File: config.mk
export PLATFORM = sky130hd
export DESIGN_NAME = sc_b_switch_control
export DESIGN_NICKNAME = d
export VERILOG_FILES = /design/src/sc_b_pkg.sv /design/src/sc_b_switch_control.sv /design/src/sc_b_regfile.sv
export SDC_FILE = /design/constraint.sdc
export NUM_CORES = 1
export LEC_CHECK = 0
export BUFFER_PORTS_ARGS = -buffer_cell sky130_fd_sc_hd__buf_2
export CAP_MARGIN = 20
export CORE_MARGIN = 1
export CORE_UTILIZATION = 55
export DETAILED_ROUTE_END_ITERATION = 8
export GPL_TIMING_DRIVEN = 0
export PLACE_DENSITY = 0.9
export SKIP_LAST_GASP = 1
export SYNTH_ARGS = -nofsm -noshare
export SYNTH_HDL_FRONTEND = slang
export SYNTH_HIERARCHICAL = 1
export SYNTH_SLANG_ARGS = --single-unit
export TNS_END_PERCENT = 100
File: constraint.sdc
create_clock -name clk -period 1.5 [get_ports clk]
set_input_delay 0.15 -clock clk [delete_from_list [all_inputs] [get_ports clk]]
set_output_delay 0.15 -clock clk [all_outputs]
set_load 0.05 [all_outputs]
File: src/sc_b_pkg.sv
/*
 * Shared definitions for the switched-capacitor type B switch control block:
 * register offsets, field positions, reset values, source codes and carriers.
 * Assumes nothing beyond a SystemVerilog compiler.
 */
package sc_b_pkg;

	// ------------------------------------------------------------
	// register map
	// ------------------------------------------------------------
	localparam logic [7:0] off_cell11_ctrl1 = 8'h85;
	localparam logic [7:0] off_cell11_ctrl2 = 8'h86;
	localparam logic [7:0] off_cell11_ctrl3 = 8'h87;
	localparam logic [7:0] off_cell13_ctrl1 = 8'h8d;
	localparam logic [7:0] off_cell13_ctrl2 = 8'h8e;
	localparam logic [7:0] off_cell13_ctrl3 = 8'h8f;
	localparam logic [7:0] off_cell20_ctrl1 = 8'h91;
	localparam logic [7:0] off_cell20_ctrl2 = 8'h92;
	localparam logic [7:0] off_cell20_ctrl3 = 8'h93;
	localparam logic [7:0] off_cell22_ctrl1 = 8'h99;
	localparam logic [7:0] off_cell22_ctrl2 = 8'h9a;
	localparam logic [7:0] off_cell22_ctrl3 = 8'h9b;
	localparam logic [7:0] reg_reset = 8'h00;
	localparam int cell_count = 4;
	localparam int regs_per_cell = 3;
	localparam int reg_count = 12;

	// ------------------------------------------------------------
	// field positions
	// ------------------------------------------------------------
	localparam int pos_a_sel = 5;
	localparam int pos_col_bus = 7;
	localparam int pos_cmp_bus = 6;
	localparam int pos_null = 5;
	localparam int pos_ref_sel = 6;
	localparam int pos_gated_fb = 5;
	localparam int pos_ground_fb = 4;
	localparam int pos_b_sw = 3;
	localparam int pos_b_sel = 2;

	// ------------------------------------------------------------
	// codes
	// ------------------------------------------------------------
	localparam logic [2:0] a_src_high_ref = 3'h4;
	localparam logic [2:0] a_src_max = 3'h5;
	localparam logic [1:0] ref_ground = 2'h0;
	localparam logic [1:0] ref_high = 2'h1;
	localparam logic [1:0] ref_low = 2'h2;
	localparam logic [1:0] ref_follow = 2'h3;
	localparam logic [1:0] power_off = 2'h0;

	// read-back path states
	typedef enum logic [0:0] {
		rd_idle = 1'b0,
		rd_valid = 1'b1
	} rd_state_t;

	// switch controls of one cell
	typedef struct packed {
		logic [5:0] a_src_onehot;   // one-hot A source, all zero when reserved
		logic [2:0] a_ref_onehot;   // ground, high, low
		logic [4:0] b_cap_size;
		logic [4:0] c_cap_size;
		logic b_src;
		logic null_short;
		logic in_to_ground;
		logic in_to_amp;
		logic sum_pair;
		logic gated_fb;
		logic ground_fb;
		logic b_ends_ground;
		logic b_ends_connect;
		logic [1:0] power;
		logic amp_on;
		logic col_bus_oe;
		logic cmp_bus_oe;
	} cell_switch_t;

	// register port
	typedef struct packed {
		logic [7:0] addr;
		logic [7:0] wdata;
		logic wr;
		logic rd;
	} reg_req_t;

endpackage

File: src/sc_b_switch_control.sv
/*
 * Switch-phase control for four switched-capacitor type B cells.
 * Holds control registers 1, 2 and 3 of each cell and turns them, with the
 * two non-overlapping phase clocks, into switch enables for the analog cells.
 * Assumes phase clocks, sample window and comparator outputs come from outside
 * the clk domain (they are synchronised here) and that phase one and phase two
 * never overlap. The phase swap bit lives in control register 0 outside this block.
 */
// Strobed register access was left to the implementer.
`timescale 1ns/1ps
`default_nettype none

module sc_b_switch_control (
	input wire logic clk,
	input wire logic rst_n,
	input wire sc_b_pkg::reg_req_t req,
	output logic [7:0] rdata,
	input wire logic [3:0] phase_swap,
	input wire logic phase_one_clock,
	input wire logic phase_two_clock,
	input wire logic sample_window,
	input wire logic [3:0] cmp_raw,
	output sc_b_pkg::cell_switch_t [3:0] cell_sw,
	output logic [3:0] cmp_bus_out,
	output logic [3:0] cmp_bus_oe,
	output logic [1:0] column_cmp_bus
);
	import sc_b_pkg::*;

	// ------------------------------------------------------------
	// register access
	// ------------------------------------------------------------
	// maps a byte address to a store index, 4'hf when unmapped
	function automatic logic [3:0] addr_index(input logic [7:0] a);
		case (a)
			off_cell11_ctrl1: addr_index = 4'h0;
			off_cell11_ctrl2: addr_index = 4'h1;
			off_cell11_ctrl3: addr_index = 4'h2;
			off_cell13_ctrl1: addr_index = 4'h3;
			off_cell13_ctrl2: addr_index = 4'h4;
			off_cell13_ctrl3: addr_index = 4'h5;
			off_cell20_ctrl1: addr_index = 4'h6;
			off_cell20_ctrl2: addr_index = 4'h7;
			off_cell20_ctrl3: addr_index = 4'h8;
			off_cell22_ctrl1: addr_index = 4'h9;
			off_cell22_ctrl2: addr_index = 4'ha;
			off_cell22_ctrl3: addr_index = 4'hb;
			default: addr_index = 4'hf;
		endcase
	endfunction

	wire logic [3:0] reg_index = addr_index(req.addr);
	wire logic reg_hit = (reg_index != 4'hf);
	wire logic [reg_count*8-1:0] all_regs;
	logic [7:0] store_rdata;
	rd_state_t rd_state;

	// reserved A codes are still stored and read back unchanged
	sc_b_regfile u_regs (
		.clk(clk),
		.rst_n(rst_n),
		.wr_en(req.wr && reg_hit),
		.rd_en(req.rd && reg_hit),
		.index(reg_index),
		.wdata(req.wdata),
		.rdata(store_rdata),
		.all_regs(all_regs)
	);

	// marks the cycle after a read; other cycles read as zero
	always_ff @(posedge clk or negedge rst_n) begin
		if (!rst_n) begin
			rd_state <= rd_idle;
		end else begin
			rd_state <= req.rd ? rd_valid : rd_idle;
		end
	end

	assign rdata = (rd_state == rd_valid) ? store_rdata : 8'h00;

	// ------------------------------------------------------------
	// input synchronisers
	// ------------------------------------------------------------
	// three stages; a change counts when the second and third agree
	logic [6:0] sync1;
	logic [6:0] sync2;
	logic [6:0] sync3;
	logic [6:0] clean;
	wire logic [6:0] raw_in = {sample_window, phase_two_clock, phase_one_clock, cmp_raw};

	always_ff @(posedge clk or negedge rst_n) begin
		if (!rst_n) begin
			sync1 <= 7'h00;
			sync2 <= 7'h00;
			sync3 <= 7'h00;
		end else begin
			sync1 <= raw_in;
			sync2 <= sync1;
			sync3 <= sync2;
		end
	end

	// filtered copy moves only when stages two and three agree
	always_ff @(posedge clk or negedge rst_n) begin
		if (!rst_n) begin
			clean <= 7'h00;
		end else begin
			clean <= (sync2 & sync3) | (clean & (sync2 | sync3));
		end
	end

	wire logic [3:0] cmp_now = clean[3:0];
	wire logic ph1 = clean[4];
	wire logic ph2 = clean[5];
	wire logic late_ph2 = clean[6] & ph2;
	logic ph1_prev;

	always_ff @(posedge clk or negedge rst_n) begin
		if (!rst_n) begin
			ph1_prev <= 1'b0;
		end else begin
			ph1_prev <= ph1;
		end
	end

	wire logic ph1_rise = ph1 & ~ph1_prev;

	// ------------------------------------------------------------
	// comparator latch
	// ------------------------------------------------------------
	// caught at the rising edge of phase one, held through phase two
	logic [3:0] cmp_held;

	always_ff @(posedge clk or negedge rst_n) begin
		if (!rst_n) begin
			cmp_held <= 4'h0;
		end else if (ph1_rise) begin
			cmp_held <= cmp_now;
		end
	end

	// ------------------------------------------------------------
	// per-cell switch decode
	// ------------------------------------------------------------
	cell_switch_t [3:0] next_sw;

	genvar c;
	generate
		for (c = 0; c < cell_count; c++) begin : g_cell
			wire logic [7:0] r1 = all_regs[(c*regs_per_cell)*8 +: 8];
			wire logic [7:0] r2 = all_regs[(c*regs_per_cell+1)*8 +: 8];
			wire logic [7:0] r3 = all_regs[(c*regs_per_cell+2)*8 +: 8];
			wire logic [2:0] a_sel = r1[pos_a_sel +: 3];
			wire logic nulling = r2[pos_null];
			wire logic col_en = r2[pos_col_bus];
			wire logic [1:0] ref_sel = r3[pos_ref_sel +: 2];
			wire logic gated_bit = r3[pos_gated_fb];
			wire logic ground_bit = r3[pos_ground_fb];
			wire logic bsw_bit = r3[pos_b_sw];
			// reserved codes leave every source switch open
			wire logic [5:0] a_onehot = (a_sel <= a_src_max) ?
				(6'h01 << a_sel) : 6'h00;
			// follow mode uses the held comparator of this cell
			wire logic [1:0] ref_eff = (ref_sel == ref_follow) ?
				(cmp_held[c] ? ref_high : ref_low) : ref_sel;
			wire logic [2:0] ref_onehot = {ref_eff == ref_low, ref_eff == ref_high,
				ref_eff == ref_ground};

			// switches follow the synchronised phases
			always_comb begin
				next_sw[c] = '0;
				next_sw[c].a_src_onehot = a_onehot;
				next_sw[c].a_ref_onehot = ref_onehot;
				next_sw[c].b_cap_size = r1[4:0];
				next_sw[c].c_cap_size = r2[4:0];
				next_sw[c].b_src = r3[pos_b_sel];
				next_sw[c].null_short = nulling & ph1;
				next_sw[c].in_to_ground = nulling & ph1;
				next_sw[c].in_to_amp = ~nulling | ph2;
				next_sw[c].sum_pair = nulling;
				next_sw[c].gated_fb = gated_bit & (~nulling | ph2);
				next_sw[c].ground_fb = ground_bit & ph1;
				next_sw[c].b_ends_ground = bsw_bit & ph1;
				next_sw[c].b_ends_connect = ~bsw_bit | ph2;
				next_sw[c].power = r3[1:0];
				next_sw[c].amp_on = (r3[1:0] != power_off);
				// floats when disabled; late phase two or continuous otherwise
				next_sw[c].col_bus_oe = col_en & (phase_swap[c] | late_ph2);
				next_sw[c].cmp_bus_oe = r2[pos_cmp_bus];
			end
		end
	endgenerate

	// switch controls leave through flip-flops
	always_ff @(posedge clk or negedge rst_n) begin
		if (!rst_n) begin
			cell_sw <= '0;
		end else begin
			cell_sw <= next_sw;
		end
	end

	// ------------------------------------------------------------
	// comparator bus
	// ------------------------------------------------------------
	// cells 11 and 20 share column one, 13 and 22 column two
	always_ff @(posedge clk or negedge rst_n) begin
		if (!rst_n) begin
			cmp_bus_out <= 4'h0;
		end else begin
			cmp_bus_out <= cmp_held;
		end
	end

	generate
		for (c = 0; c < cell_count; c++) begin : g_oe
			assign cmp_bus_oe[c] = cell_sw[c].cmp_bus_oe;
		end
	endgenerate

	// an undriven column resolves low; two drivers are a software fault
	assign column_cmp_bus[0] = |(cmp_bus_oe[2:0] & cmp_bus_out[2:0] & 3'h5);
	assign column_cmp_bus[1] = |(cmp_bus_oe & cmp_bus_out & 4'ha);
endmodule

`default_nettype wire

File: src/sc_b_regfile.sv
/*
 * Small register store for the four cells, three control words each.
 * Read data come out of a register one cycle after the read strobe.
 * Assumes the caller decodes the address into an index and a hit.
 */
`timescale 1ns/1ps
`default_nettype none

module sc_b_regfile (
	input wire logic clk,
	input wire logic rst_n,
	input wire logic wr_en,
	input wire logic rd_en,
	input wire logic [3:0] index,
	input wire logic [7:0] wdata,
	output logic [7:0] rdata,
	output logic [sc_b_pkg::reg_count*8-1:0] all_regs
);
	import sc_b_pkg::*;

	logic [7:0] mem [reg_count];

	// ------------------------------------------------------------
	// storage
	// ------------------------------------------------------------
	genvar i;
	generate
		for (i = 0; i < reg_count; i++) begin : g_word
			// each word clears at reset and takes a hit write
			always_ff @(posedge clk or negedge rst_n) begin
				if (!rst_n) begin
					mem[i] <= reg_reset;
				end else if (wr_en && index == 4'(i)) begin
					mem[i] <= wdata;
				end
			end
			assign all_regs[i*8 +: 8] = mem[i];
		end
	endgenerate

	// registered read port; unmapped reads return zero
	always_ff @(posedge clk or negedge rst_n) begin
		if (!rst_n) begin
			rdata <= 8'h00;
		end else if (rd_en) begin
			rdata <= mem[index];
		end else begin
			rdata <= 8'h00;
		end
	end

endmodule

`default_nettype wire

# == Yosys cells after proc, flatten, opt, wreduce, memory -nomap -nowiden ==
# Cells that the tools add are included.
# word_totals
reg_bits,270
output_inout_bits,150
wordCells,224
# op_classes
n_lt_le_gt_ge,5
n_eq_ne,36
n_shift,4
muxes,19
bitwise,50
n_reduce_logical,25
# ops
op,count
"8-bit equality test, second input constant",12
4-bit case mux with 12 select lines,1
8-bit binary-select mux with 4-bit select,1
8-bit 2-to-1 mux,4
6-bit 2-to-1 mux,4
"1-bit by 3-bit left shift with 6-bit output, first input constant",4
1-bit bitwise AND,22
"2-bit equality test, second input constant",8
"4-bit by 3-bit equality test with 1-bit output, second input constant",4
"4-bit equality test, second input constant",4
2-bit 2-to-1 mux,8
7-bit bitwise AND,2
1-bit logical AND,14
7-bit bitwise OR,2
"3-bit <= comparator, second input constant",4
1-bit bitwise OR,12
1-bit NOT,9
"2-bit by 1-bit equality test with 1-bit output, second input constant",4
"4-bit by 2-bit equality test with 1-bit output, second input constant",2
2-bit logical NOT,4
2-bit nonzero test,4
"5-bit >= comparator, second input constant",1
4-bit NOT with 5-bit output,1
4-bit bitwise AND,1
6 further kinds,7

# == Longest topological paths before layout ==
# logic_depth
word_depth,7
ltp_mapped,9

# == Modules after synthesis ==
# Netlist, hierarchy kept.
# by_module_without_submodules
mod,instances,cells_each,area_each_um2,seq_area_each_um2
sc_b_switch_control,1,300,5078.6,4154.0
sc_b_regfile,1,328,4780.8,2602.5

# == Least setup slack after synthesis ==
# No wires, ideal clock.
# synth_timing
path_type,in2reg
startpoint,input req[15] in the netlist's numbering
endpoint,register u_regs.mem (netlist bit u_regs/all_regs[24])
setup_ns,0.125
t_arrival_ns,1.923
required_ns,1.375
setup_slack_ns,-0.548
path_stages,7
path_cell_list,or3b_1 -> nor3b_1 -> and2_1 -> nor3b_2 -> and3_1 -> buf_4 -> mux2_2
# synth_between
elab_chain_len,5
elab_cells_between_ends,17
cone_classes,eq/ne (14); mux (1); reduce/logical (2)
# synth_lines
item,line,source
start: declaration,sc_b_switch_control.sv:16,"input wire sc_b_pkg::reg_req_t req,"
8-bit equality test,sc_b_switch_control.sv:35,case (a)
4-bit case mux with 12 select lines (*),sc_b_switch_control.sv:35,
4-bit != test,sc_b_switch_control.sv:53,wire logic reg_hit = (reg_index != 4'hf);
1-bit logical AND,sc_b_switch_control.sv:62,".wr_en(req.wr && reg_hit),"
1-bit logical AND (*),sc_b_regfile.sv:33,end else if (wr_en && index == 4'(i)) begin
end signal: indexed assignment,sc_b_regfile.sv:32,mem[i] <= reg_reset;
end signal: indexed assignment,sc_b_regfile.sv:34,mem[i] <= wdata;
end: declaration,sc_b_regfile.sv:21,logic [7:0] mem [reg_count];
# Mark *: on every way between the ends. The rest lies on a longest branch, timed or not.
# A chain may end at the register's enable or synchronous reset.

# == Final worst setup path ==
# layout_timing
startpoint,input req[15] in the netlist's numbering
endpoint,register u_regs.mem (netlist bit u_regs/all_regs[1])
# The elaborated chain is that of the path after synthesis.

==> results.sh <==
export IMPL_max_cap_violations=0
export IMPL_clockRootBuffer="clkbuf_16"
export IMPL_status="complete, but fails checks"
export IMPL_die_area_mm2=0.0185
export IMPL_place_ws_ns=-0.890
export IMPL_critical_path_required_ns=1.91
export IMPL_synth_compound_area_share_pct=3.62
export IMPL_gr_total_overflow=0
export IMPL_synthAdderAreaFrac_pct=0.711
export IMPL_max_slew_worst_pin_slew_ns=0.719
export IMPL_hp_class="in -> async"
export IMPL_period_share_pct=116
export IMPL_fin_crit_ns=1.74
export IMPL_drive_gt1_share_pct=52.2
export IMPL_synthCells=628
export IMPL_critPathLaunchType="primary input"
export IMPL_fp_dieH_um=136
export IMPL_std_cell_rows=48
export IMPL_wire_per_inst_um=24.0
export IMPL_final_nets=913
export IMPL_grt_pass1_wl_um=37900
export IMPL_drtAntennaViolNets=0
export IMPL_grt_util_all_layers_pct=27.9
export IMPL_hold_viol_final=0
export IMPL_nFillCells=1000
export IMPL_fin_util_pct=75.8
export IMPL_synth_simple_area_share_pct=8.54
export IMPL_vias=6516
export IMPL_netlist_area_mm2=0.00986
export IMPL_fmax_mhz=576
export IMPL_dp_cells=1035
export IMPL_dieWidth_um=136
export IMPL_synth_edf_count=0
export IMPL_antenna_found_initial=1
export IMPL_yosysWarnings=6
export IMPL_final_setup_skew_ns=0.0103
export IMPL_slew_headroom_pct=52.0
export IMPL_slew_violations=0
export IMPL_clock_sinks=270
export IMPL_critPathSlowestCell="or3b_4"
export IMPL_place_gp_congestion=0.806
export IMPL_timing_final_ws_setup_ns=-0.237
export IMPL_avgViaCountPerCell=5.77
export IMPL_synthXorXnorAreaFrac_pct=0.0888
export IMPL_powerDensity_mw_per_mm2=1170
export IMPL_ir_drop_mv=1.11
export IMPL_violations="setup timing"
export IMPL_yosysSeqAreaShare_pct=68.5
export IMPL_rsz0062_at_grt="true"
export IMPL_core_mm2=0.0174
export IMPL_crit_fanout=8
export IMPL_ys_types=42
export IMPL_cpPeakStageDelay_ns=0.41
export IMPL_drcViolationCount=0
export IMPL_ys_flop_type="dfrtp_1"
export IMPL_port_buffers=180
export IMPL_start_util_pct=56.6
export IMPL_firstDrtPassIters=5
export IMPL_hpwlAfterDp_um=15300
export IMPL_critical_path_class="in -> reg"
export IMPL_clk_pin_slew_ns=0.06
export IMPL_cts_tree="built"
export IMPL_finalSetupViolCount=113
export IMPL_synth_async_reset_ratio_pct=100
export IMPL_clk_insertion_delay_late_ns=0.53
export IMPL_cp_arrival_ns=2.15
export IMPL_avgSynthCellArea_um2=15.7
export IMPL_power_leakage_nw=6.78
export IMPL_r2r_start="clean[4]"
export IMPL_htreeDepth=1
export IMPL_final_cells=1129
export IMPL_drt_iter0_drc=438
export IMPL_synth_top_family_by_area="multiplexers"
export IMPL_setup_worst_path_start="req[15]"
export IMPL_io_pins=181
export IMPL_drt_total_wl_um=27100
export IMPL_grt_pass1_vias=6625
export IMPL_ys_ff_latch=270
export IMPL_syn_nets=659
export IMPL_layout_area_overhead_vs_synth_pct=33.9
export IMPL_cts_buffers=27
export IMPL_grt_max_degree=122
export IMPL_end_kind="flop"
export IMPL_tns_ns=-12.99
export IMPL_worstPathCellList="buf_6 > or3b_4 > nor3b_4 > and2_4 > nor3b_4 > buf_4 > buf_4 > nand2_8 > mux2_4"
export IMPL_finalPower_mw=15.5
export IMPL_cts_buffer_depth=3
export IMPL_synthMuxAreaShare_pct=16.4
path summary, 6_finish.rpt:
kind	to	slack [ns]	cells past startpoint
worst max-delay path	u_regs/all_regs[1]	-0.24	9
worst min register to register	sync2[3]	0.35	0
worst max register to register	cell_sw[6]	0.09	2
worst min-delay path	cell_sw[23]	0.10	2
min in group clk	sync1[0]	0.26	2
max in group asynchronous	cell_sw[124]	0.50	3
critical path, delay by kind of cell:
| kind | cells | cell delay, ns |
|---|---|---|
| buf+inv | 3 | 0.40 |
| mux | 1 | 0.33 |
| simple gates | 5 | 1.25 |
where the power goes:
part	switching, mW	total (mW)	internal (mW)
Sequential	0.124	7.54	7.42
Clock	2.83	7.14	4.31
Combinational	0.548	0.817	0.269
Total	3.50	15.5	12.0
timing repair:
item                                   CTS  global route
setup endpoints to repair              119           106
gates resized for setup                 42            85
pin swaps                               12            13
cloned                                   1             0
hold buffers                            21             0
buffers inserted                        17            12
endpoints found under the hold margin  220             0
Yosys cell counts (4+ instances only):
cell type	instances	area [um2]
a21boi_0	8	60.1
dfrtp_1	270	6760
and3b_1	8	70.1
nor2_1	6	22.5
o22ai_1	8	50.1
mux2_4	10	150
buf_2	4	20.0
nand2b_1	16	100
buf_4	12	90.1
clkbuf_1	13	48.8
and2_1	27	169
or2_2	5	31.3
inv_1	4	15.0
nor3_1	4	20.0
nand2_1	13	48.8
nor2b_1	10	62.6
mux2_2	114	1280
o21ai_0	12	60.1
maj3_1	7	70.1
a211oi_1	8	60.1
nor2_2	6	37.5
o21a_1	4	30.0
o31ai_1	8	60.1
nor3b_1	16	120
mux4_2	8	180
kinds of logic after synthesis:
| group | after synthesis |
|---|---|
| AO/OA/AOI/OAI | 53 |
| XOR/XNOR | 1 |
| adder cells (fa/ha/maj) | 7 |
| buffers and inverters | 37 |
| flip-flops | 270 |
| multiplexers | 132 |
| AND/OR/NAND/NOR | 128 |
layout make-up:
type | count | area [um2] | share of cell area [%]
clock inverters | 13 | 183 | 1.38
clock buffers | 37 | 773 | 5.86
flip-flops and latches | 270 | 6760 | 51.2
plain buffers | 25 | 203 | 1.54
multi-input cells | 321 | 3410 | 25.8
repair buffers | 233 | 1580 | 11.9
diodes | 1 | 2.50 | 0.0190
well taps | 225 | 282 | 2.13
inverters | 4 | 15.0 | 0.114
layout by cell type, fill, tap and decap left out, types with 7 or more instances in the layout:
cell | Yosys | routed
a21boi_0 | 8 | 8
and2_1 | 27 | 18
and2_4 | 0 | 9
and3b_1 | 8 | 8
buf_12 | 0 | 7
buf_2 | 4 | 166
buf_4 | 12 | 27
buf_6 | 3 | 20
clkbuf_1 | 13 | 13
clkbuf_16 | 0 | 27
clkbuf_8 | 0 | 7
dfrtp_1 | 270 | 268
dlygate4sd3_1 | 0 | 21
maj3_1 | 7 | 7
mux2_2 | 114 | 57
mux2_4 | 10 | 67
mux4_2 | 8 | 8
nand2_1 | 13 | 9
nand2b_1 | 16 | 11
nor2b_1 | 10 | 8
nor3b_1 | 16 | 14
o21ai_1 | 1 | 7
per-layer routing:
layer / track usage [%] / wire [um] / vias to the layer above
li1: - / - / 2693
met1: 35.3 / 10400 / 3406
met2: 47.3 / 13500 / 324
met3: 4.55 / 1880 / 93
met4: 13.2 / 1290 / 0
met5: 0 / 0 / -
state kept, by name (all words and copies together), names as in the netlist:
register and cells:
cell_sw 128, u_regs/all_regs 96, u_regs/rdata 8, clean 7, sync1 7, sync2 7, sync3 7, cmp_bus_out 4
cmp_held 4, ph1_prev 1, rd_state 1
metrics by stage:
step | hold WS [ns] | instance area [um2]
final | 0.101 | 13200
after global routing | 0.121 | 13200
after CTS | 0.106 | 12800
after detailed placement | 0.0611 | 11300
after global placement | 0.257 | 11200
after floorplan | -0.146 | 10100
Power figures use the tool's default switching activity.
